==> config.mk <==
export PLATFORM = sky130hd
export DESIGN_NAME = cgu_compare_unit
export DESIGN_NICKNAME = d
export VERILOG_FILES = /design/src/core/cgu_pkg.sv /design/src/core/cgu_rf_if.sv /design/src/core/cgu_gpr_mem.sv /design/src/core/cgu_compare_unit.sv
export SDC_FILE = /design/constraint.sdc
export NUM_CORES = 2
export LEC_CHECK = 0
export BUFFER_PORTS_ARGS = -buffer_cell sky130_fd_sc_hd__clkbuf_2
export CORE_MARGIN = 4
export CORE_UTILIZATION = 57
export CTS_CLUSTER_DIAMETER = 200
export CTS_CLUSTER_SIZE = 20
export DETAILED_ROUTE_END_ITERATION = 8
export GPL_TIMING_DRIVEN = 0
export HOLD_SLACK_MARGIN = 0.05
export MAX_ROUTING_LAYER = met4
export PLACE_DENSITY = 0.76
export SETUP_SLACK_MARGIN = 0.15
export SYNTH_ARGS = -nofsm -noshare
export SYNTH_HDL_FRONTEND = slang
export SYNTH_SLANG_ARGS = --single-unit
==> constraint.sdc <==
create_clock -name clk_sys -period 5 [get_ports clk_sys]
set_clock_uncertainty 0.2 [all_clocks]
set_input_delay 0.25 -clock clk_sys [delete_from_list [all_inputs] [get_ports clk_sys]]
set_output_delay 0.25 -clock clk_sys [all_outputs]
set_load 0.02 [all_outputs]
==> src/core/cgu_pkg.sv <==
// constants, types and decode helpers for the integer compare unit
// Contract
// - opcode 0010 is signed greater-or-equal
// - opcode 0011 unsigned greater-or-equal, immediate zero-extended
// - opcode 0100 is signed strictly greater
// - opcode 0101 is unsigned strictly greater
// - opcode 0110 is signed less-or-equal
// - register form: dest 17:12, sources 11:6, 5:0
// - bit 25 sends one bit to branch register
// - bit 27: immediate 20:12, dest 11:6
// - immediate branch form: branch dest at 8:6
// - no placement or alignment fault for these
// - back-to-back dependent operations give correct results
package cgu_pkg;
    localparam int DATA_W    = 32;
    localparam int GPR_AW    = 6;
    localparam int GPR_DEPTH = 64;
    localparam int BR_AW     = 3;
    localparam int BR_COUNT  = 8;
    localparam int IMM_W     = 9;
    localparam int STOP_BIT  = 31;
    localparam int FMT_HI    = 29;
    localparam int FMT_LO    = 28;
    localparam int IMM_BIT   = 27;
    localparam int CLASS_BIT = 26;
    localparam int BR_BIT    = 25;
    localparam int OPC_HI    = 24;
    localparam int OPC_LO    = 21;
    localparam int BDST_HI   = 20;
    localparam int BDST_LO   = 18;
    localparam int DST_HI    = 17;
    localparam int DST_LO    = 12;
    localparam int IMM_HI    = 20;
    localparam int IMM_LO    = 12;
    localparam int SECOND_SOURCE_INDEX_HI   = 11;
    localparam int SECOND_SOURCE_INDEX_LO   = 6;
    localparam int IDST_HI   = 11;
    localparam int IDST_LO   = 6;
    localparam int IBDST_HI  = 8;
    localparam int IBDST_LO  = 6;
    localparam int FIRST_SOURCE_INDEX_HI   = 5;
    localparam int FIRST_SOURCE_INDEX_LO   = 0;
    localparam logic [1:0] FMT_CMP = 2'h0;
    localparam logic [3:0] OPC_GE  = 4'h2;
    localparam logic [3:0] OPC_GEU = 4'h3;
    localparam logic [3:0] OPC_GT  = 4'h4;
    localparam logic [3:0] OPC_GTU = 4'h5;
    localparam logic [3:0] OPC_LE  = 4'h6;
    localparam logic [DATA_W-1:0] WORD_TRUE  = 32'h0000_0001;
    localparam logic [DATA_W-1:0] WORD_FALSE = 32'h0000_0000;

    typedef enum logic [2:0] {
        CMP_NONE,
        CMP_GE,
        CMP_GEU,
        CMP_GT,
        CMP_GTU,
        CMP_LE
    } cgu_cmp_t;

    function automatic cgu_cmp_t cgu_kind_of(input logic [31:0] word);
        cgu_cmp_t k;
        k = CMP_NONE;
        if (word[FMT_HI:FMT_LO] == FMT_CMP && word[CLASS_BIT]) begin
            case (word[OPC_HI:OPC_LO])
                OPC_GE:  k = CMP_GE;
                OPC_GEU: k = CMP_GEU;
                OPC_GT:  k = CMP_GT;
                OPC_GTU: k = CMP_GTU;
                OPC_LE:  k = CMP_LE;
                default: k = CMP_NONE;
            endcase
        end
        return k;
    endfunction

    function automatic logic cgu_is_signed(input cgu_cmp_t k);
        return (k == CMP_GE) || (k == CMP_GT) || (k == CMP_LE);
    endfunction
endpackage

==> src/core/cgu_rf_if.sv <==
// general register file port bundle between compare unit and its store
`timescale 1ns/1ps
interface cgu_rf_if #(
    parameter int AW = 6,
    parameter int DW = 32
);
    logic [AW-1:0] rd_addr_a;
    logic [AW-1:0] rd_addr_b;
    logic [DW-1:0] rd_data_a;
    logic [DW-1:0] rd_data_b;
    logic          we;
    logic [AW-1:0] waddr;
    logic [DW-1:0] wdata;

    modport user (
        output rd_addr_a,
        output rd_addr_b,
        output we,
        output waddr,
        output wdata,
        input  rd_data_a,
        input  rd_data_b
    );
    modport store (
        input  rd_addr_a,
        input  rd_addr_b,
        input  we,
        input  waddr,
        input  wdata,
        output rd_data_a,
        output rd_data_b
    );
endinterface

==> src/core/cgu_gpr_mem.sv <==
// general register file: two registered read ports, one write-first write port
`timescale 1ns/1ps
module cgu_gpr_mem #(
    parameter int DEPTH = 64,
    parameter int AW    = 6,
    parameter int DW    = 32
) (
    input wire logic clk_sys,
    input wire logic nrst,
    cgu_rf_if.store  rf
);
    logic [DW-1:0] mem [DEPTH];
    logic          hit_a;
    logic          hit_b;

    // same-edge write is forwarded so a dependent read never sees stale data
    assign hit_a = rf.we && (rf.waddr == rf.rd_addr_a);
    assign hit_b = rf.we && (rf.waddr == rf.rd_addr_b);

    always_ff @(posedge clk_sys) begin
        if (rf.we) begin
            mem[rf.waddr] <= rf.wdata;
        end
    end

    always_ff @(posedge clk_sys or negedge nrst) begin
        if (!nrst) begin
            rf.rd_data_a <= '0;
            rf.rd_data_b <= '0;
        end else begin
            rf.rd_data_a <= hit_a ? rf.wdata : mem[rf.rd_addr_a];
            rf.rd_data_b <= hit_b ? rf.wdata : mem[rf.rd_addr_b];
        end
    end
endmodule

==> src/core/cgu_compare_unit.sv <==
// compare execution unit: decode, operand fetch, compare, register writeback
`timescale 1ns/1ps
module cgu_compare_unit #(
    parameter int GPR_DEPTH = cgu_pkg::GPR_DEPTH
) (
    input  wire logic        clk_sys,
    input  wire logic        nrst,
    input  wire logic        issue_valid,
    input  wire logic [31:0] issue_word,
    input  wire logic        load_we,
    input  wire logic [5:0]  load_addr,
    input  wire logic [31:0] load_data,
    output logic             load_ready,
    output logic             issue_ignored,
    output logic             res_valid,
    output logic             res_gpr_we,
    output logic [5:0]       res_gpr_addr,
    output logic [31:0]      res_gpr_data,
    output logic             res_br_we,
    output logic [2:0]       res_br_addr,
    output logic             res_br_bit,
    output logic [7:0]       br_file,
    output logic             res_stop
);
    cgu_rf_if #(.AW(cgu_pkg::GPR_AW), .DW(cgu_pkg::DATA_W)) rf ();

    cgu_gpr_mem #(
        .DEPTH (GPR_DEPTH),
        .AW    (cgu_pkg::GPR_AW),
        .DW    (cgu_pkg::DATA_W)
    ) u_gpr (
        .clk_sys (clk_sys),
        .nrst    (nrst),
        .rf      (rf.store)
    );

    // issue-side decode
    cgu_pkg::cgu_cmp_t              issue_kind;
    logic                           issue_hit;
    logic                           issue_imm;
    logic                           issue_br;
    logic [cgu_pkg::GPR_AW-1:0]     issue_gdst;
    logic [cgu_pkg::BR_AW-1:0]      issue_bdst;

    assign issue_kind    = cgu_pkg::cgu_kind_of(issue_word);
    assign issue_hit     = issue_valid && (issue_kind != cgu_pkg::CMP_NONE);
    // no slot or address check: any syllable position is accepted
    assign issue_ignored = issue_valid && !issue_hit;
    assign issue_imm     = issue_word[cgu_pkg::IMM_BIT];
    assign issue_br      = issue_word[cgu_pkg::BR_BIT];
    assign issue_gdst    = issue_imm ? issue_word[cgu_pkg::IDST_HI:cgu_pkg::IDST_LO]
                                     : issue_word[cgu_pkg::DST_HI:cgu_pkg::DST_LO];
    assign issue_bdst    = issue_imm ? issue_word[cgu_pkg::IBDST_HI:cgu_pkg::IBDST_LO]
                                     : issue_word[cgu_pkg::BDST_HI:cgu_pkg::BDST_LO];
    assign rf.rd_addr_a  = issue_word[cgu_pkg::FIRST_SOURCE_INDEX_HI:cgu_pkg::FIRST_SOURCE_INDEX_LO];
    assign rf.rd_addr_b  = issue_word[cgu_pkg::SECOND_SOURCE_INDEX_HI:cgu_pkg::SECOND_SOURCE_INDEX_LO];

    // execute stage, aligned with the registered read data
    logic                           s1_valid_reg;
    cgu_pkg::cgu_cmp_t              s1_kind_reg;
    logic                           s1_imm_reg;
    logic                           s1_br_reg;
    logic [cgu_pkg::GPR_AW-1:0]     s1_gdst_reg;
    logic [cgu_pkg::BR_AW-1:0]      s1_bdst_reg;
    logic [cgu_pkg::IMM_W-1:0]      s1_imm_val_reg;
    logic                           s1_stop_reg;

    always_ff @(posedge clk_sys or negedge nrst) begin
        if (!nrst) begin
            s1_valid_reg   <= 1'b0;
            s1_kind_reg    <= cgu_pkg::CMP_NONE;
            s1_imm_reg     <= 1'b0;
            s1_br_reg      <= 1'b0;
            s1_gdst_reg    <= '0;
            s1_bdst_reg    <= '0;
            s1_imm_val_reg <= '0;
            s1_stop_reg    <= 1'b0;
        end else begin
            s1_valid_reg   <= issue_hit;
            s1_kind_reg    <= issue_kind;
            s1_imm_reg     <= issue_imm;
            s1_br_reg      <= issue_br;
            s1_gdst_reg    <= issue_gdst;
            s1_bdst_reg    <= issue_bdst;
            s1_imm_val_reg <= issue_word[cgu_pkg::IMM_HI:cgu_pkg::IMM_LO];
            s1_stop_reg    <= issue_word[cgu_pkg::STOP_BIT];
        end
    end

    logic                           s1_signed;
    logic [cgu_pkg::DATA_W-1:0]     imm_ext;
    logic [cgu_pkg::DATA_W-1:0]     op_a;
    logic [cgu_pkg::DATA_W-1:0]     op_b;
    logic                           gt_s;
    logic                           gt_u;
    logic                           eq_ab;
    logic                           cmp_true;
    logic                           cmp_gpr_we;

    assign s1_signed = cgu_pkg::cgu_is_signed(s1_kind_reg);
    // unsigned forms zero-extend the short immediate
    assign imm_ext   = s1_signed ? {{23{s1_imm_val_reg[8]}}, s1_imm_val_reg}
                                 : {23'h0, s1_imm_val_reg};
    assign op_a      = rf.rd_data_a;
    assign op_b      = s1_imm_reg ? imm_ext : rf.rd_data_b;
    assign gt_s      = $signed(op_a) > $signed(op_b);
    assign gt_u      = op_a > op_b;
    assign eq_ab     = op_a == op_b;

    always_comb begin
        case (s1_kind_reg)
            cgu_pkg::CMP_GE:  cmp_true = gt_s || eq_ab;
            cgu_pkg::CMP_GEU: cmp_true = gt_u || eq_ab;
            cgu_pkg::CMP_GT:  cmp_true = gt_s;
            cgu_pkg::CMP_GTU: cmp_true = gt_u;
            cgu_pkg::CMP_LE:  cmp_true = !gt_s;
            default:          cmp_true = 1'b0;
        endcase
    end

    // compare writeback owns the write port; a load in that cycle is dropped while load_ready is low
    assign cmp_gpr_we = s1_valid_reg && !s1_br_reg;
    assign load_ready = !cmp_gpr_we;
    assign rf.we      = cmp_gpr_we || load_we;
    assign rf.waddr   = cmp_gpr_we ? s1_gdst_reg : load_addr;
    assign rf.wdata   = cmp_gpr_we ? (cmp_true ? cgu_pkg::WORD_TRUE : cgu_pkg::WORD_FALSE)
                                   : load_data;

    always_ff @(posedge clk_sys or negedge nrst) begin
        if (!nrst) begin
            res_valid    <= 1'b0;
            res_gpr_we   <= 1'b0;
            res_gpr_addr <= '0;
            res_gpr_data <= '0;
            res_br_we    <= 1'b0;
            res_br_addr  <= '0;
            res_br_bit   <= 1'b0;
            res_stop     <= 1'b0;
        end else begin
            res_valid    <= s1_valid_reg;
            res_gpr_we   <= cmp_gpr_we;
            res_gpr_addr <= s1_gdst_reg;
            res_gpr_data <= cmp_true ? cgu_pkg::WORD_TRUE : cgu_pkg::WORD_FALSE;
            res_br_we    <= s1_valid_reg && s1_br_reg;
            res_br_addr  <= s1_bdst_reg;
            res_br_bit   <= cmp_true;
            res_stop     <= s1_stop_reg;
        end
    end

    always_ff @(posedge clk_sys or negedge nrst) begin
        if (!nrst) begin
            br_file <= '0;
        end else if (s1_valid_reg && s1_br_reg) begin
            br_file[s1_bdst_reg] <= cmp_true;
        end
    end
endmodule

==> metrics.md <==
| Metric | Value |
|---|---|
| Status | complete, but fails checks |
| Failing checks | max-capacitance violations, max-slew violations |
| Synth Instances | 4405 |
| Power Dens Cells | 313 nW/um2 |
| Area occupied by multi-input gates | roughly 34000 um2 |
| Flop2flop setup slack | 0.13 ns |
| CP endpoint kind | flip-flop |
| Largest cells by area after synthesis | edfxtp_1, mux4_2, dfrtp_1 |
| Largest Register | u_gpr.mem |
| GP Congestion | just under 1 |
| Total area of sequential cells | 64300 um2 |
| Design Area, Final | 110000 um2 |
| Post-route DRC | 0 |
| Seq cells post-synth | 2159 |
| IO buf count | 86 |
| Largest regs | u_gpr.mem (2048), u_gpr.rf.rd_data_a (32), u_gpr.rf.rd_data_b (32) |
| Worst Path Required | between 5 and 6 ns |
| Fmax | 205 MHz |
| Max Slew Vio Count | 143 |
| Async set-or-reset flop fraction in the synthesized netlist | ~5.1% |
| First-pass GRT wire length | 484000 um |
| HP Class | input pin to flip-flop |
| Filler cells | 11300 |
| Most frequent cells in the layout | edfxtp_1, mux4_2, clkbuf_1, nand2_1, clkbuf_2 |
| Core footprint | 172000 um2 |
| Via count of the first global-routing pass | 55300 |
| Layout Nets | 4934 |
| # H-tree levels | 3 |
| Hold EP | u_gpr.mem[46][0] |
| DP Area | 105000 um2 |
| Initial core utilization | between 50 and 60% |
| Max Root-Sink Buffers | 3 |
| Drt pass-1 iters | 6 |
| Final Critical Period | 4.87 ns |
| Wire length per cell | 50.4 um |
| Syn_area_per_cell | 22.5 um2 |
| Leakage | around 34 nW |
| Cts bufs inserted | 117 |
| Post-synth top area share | a little over 60% |
| Clock transition at path regs | about 0.090 ns |
| Worst Hold Launch | load_data[0] |
| Share of cells above drive strength 1 | 41.1% |
| Setup-failing EPs final | 0 |
| Total GRT Usage | 41.9% |
| Clock Sink Count | 2159 |
| Core Rows | 152 |
| Setup TNS | 0 ns |
| Max Cap Viol | 14 |
| Via density per instance | 8.13 |
| DP HPWL | 255000 um |
| Worst setup path category | flip-flop to flip-flop |
| Fin crit share | 97.5% |
| CTS Root Cell | clkbuf_16 |
| Worst-Margin Slew | about 1.6 ns |
| Gr ovfl total | 0 |
| Startpoint types | flip-flop |
| Post-DRT Antenna Nets | 0 |
| Die Wd | between 400 and 500 um |
| Maximum VDD drop | 0.288 mV |
| Syn Std Cell Area | 99100 um2 |
| Area leader, netlist | edfxtp_1 |
| Sequential-to-total area share from yosys stat | 64.8% |
| Final hold violation count | 0 |
| Number of distinct library cells after synthesis | 44 |
| RSZ-0062 raised after global routing | false |
| CP max FO | 10 |
| Die height | 425 um |
| Pin count of the biggest net entering global routing | 79 |
| Synth Flop Type | edfxtp_1 |
| Worst R2R Path Depth | 15 |
| Via count | 58700 |
| Max reg flops | 2048 |
| Skew-Pair Late Insertion Delay | about 0.8 ns |
| CTS tree | built |
| Area grow syn2layout | 10.6% |
| Hold Path Cell Cnt | 4 |
| Io pins | 130 |
| Commonest non-fill, non-tap cell in the layout | edfxtp_1 |
| Initial drt markers | 13500 |
| Yosys warnings | 0 |
| Crit Reg-Reg Endpoint | u_gpr.mem[45][0] |
| Number of synthesized flops with an enable pin | 2048 |
| Total die area | 181000 um2 |
| Routed WL | 364000 um |
| Worst reg2reg path startpoint | s1_kind_reg[2] |
| Initial antenna violation count | 14 |
| WP data arrival | 5.33 ns |
| Slew headroom | -9.47% |
worst max path at each step:
| stage | startpoint | endpoint | slack [ns] |
|---|---|---|---|
| floorplan | s1_kind_reg[2] | u_gpr.mem[0][0] | 0.49 |
| global placement | s1_br_reg | u_gpr.mem[55][14] | -3.95 |
| detailed placement | s1_imm_val_reg[8] | u_gpr.mem[3][0] | -1.09 |
| CTS | s1_imm_reg | u_gpr.mem[3][0] | 0.17 |
| global route | s1_kind_reg[2] | u_gpr.mem[44][0] | 0.18 |
| finish | s1_kind_reg[2] | u_gpr.mem[45][0] | 0.13 |
worst max-delay path: stages, from the launching register on:
cell and delay, ns:
dfrtp_1 0.39, clkbuf_1 0.20, nand2_1 0.10, nand3_1 0.25, nand2_4 0.27, buf_2 0.29
o21ai_0 0.14, ha_1 0.46, nand4_1 0.34, nor4_4 0.55, nor3b_2 0.32, a21oi_4 0.12
mux2_2 0.40, a41oi_4 0.35, buf_4 0.21, buf_4 0.13
synth_stat cells, types with 4 or more instances:
cell type     n
nor4_1        5
inv_1        39
nor2b_1      12
a211oi_1      8
edfxtp_1   2048
nand3_1      13
buf_2       104
buf_6         6
clkbuf_1    178
a21oi_1      25
ha_1         32
nor3_1        8
nand2_1     133
nand3b_1      4
buf_4        46
o21ai_1      58
nor2_1       79
mux2i_1      22
mux4_2     1334
xnor2_1      11
nand4_1       9
mux2_2       17
buf_1        29
o21ai_0      42
dfrtp_1     111
what timing repair did:
item / CTS / global route
endpoints found under the setup margin: 75 / 74
gates resized for setup: 14 / 7
hold buffers: 66 / 0
buffers inserted: 4 / 4
pin swaps: 3 / 4
gates cloned: 1 / 0
hold endpoints to repair: 663 / 0
where the power goes:
group          switching (mW)  internal [mW]  total [mW]  leakage, nW
registers              0.0486           19.9        20.0         19.8
clock network            5.85           4.43        10.3         1.57
logic                    2.55           1.53        4.08         12.9
cell families (layout without fill, tap and decap cells):
kind of cell	count (synthesis)	after routing	share of synthesized area (%)
other	1	54	0.00378
muxes	1375	1375	30.8
buffers and inverters	403	849	1.88
adders and majority gates	32	32	0.404
DFF	2159	2159	64.8
and+or+nand+nor	279	279	1.22
xor gates and xnor gates	14	14	0.124
AOI/OAI and AO/OA	142	143	0.766
cell type report:
type / instances / share of cell area [%]
flip-flops and latches: 2159 / 58.7
well taps: 2310 / 2.64
clock buffers: 170 / 2.93
inverters: 40 / 0.137
clock inverters: 3 / 0.0377
diodes: 23 / 0.0525
repair buffers: 273 / 3.16
plain buffers: 363 / 1.62
multi-input cells: 1874 / 30.8
routing by layer:
metal / wire (um) / GRT usage, %
met2: 152000 / 55.6
met1: 114000 / 54.7
met5: 0 / -
met4: 35400 / 29.9
met3: 61600 / 14.2
through the flow:
stage          total power [mW]  cells  hold slack, ns  worst slack (ns)  utilization (%)
2_1_floorplan              22.5   4435          -0.246             0.488                -
3_3_place_gp               24.1   6831           0.144             -3.95             59.5
3_5_place_dp               24.2   6943         -0.0289             -1.09             61.2
4_1_cts                    34.1   7187          0.0645             0.167             63.5
5_1_grt                    35.0   7205          0.0836             0.181             63.6
6_report                   34.3   7215          0.0784             0.126             63.6
No activity file was read; power rests on OpenSTA's default activity.
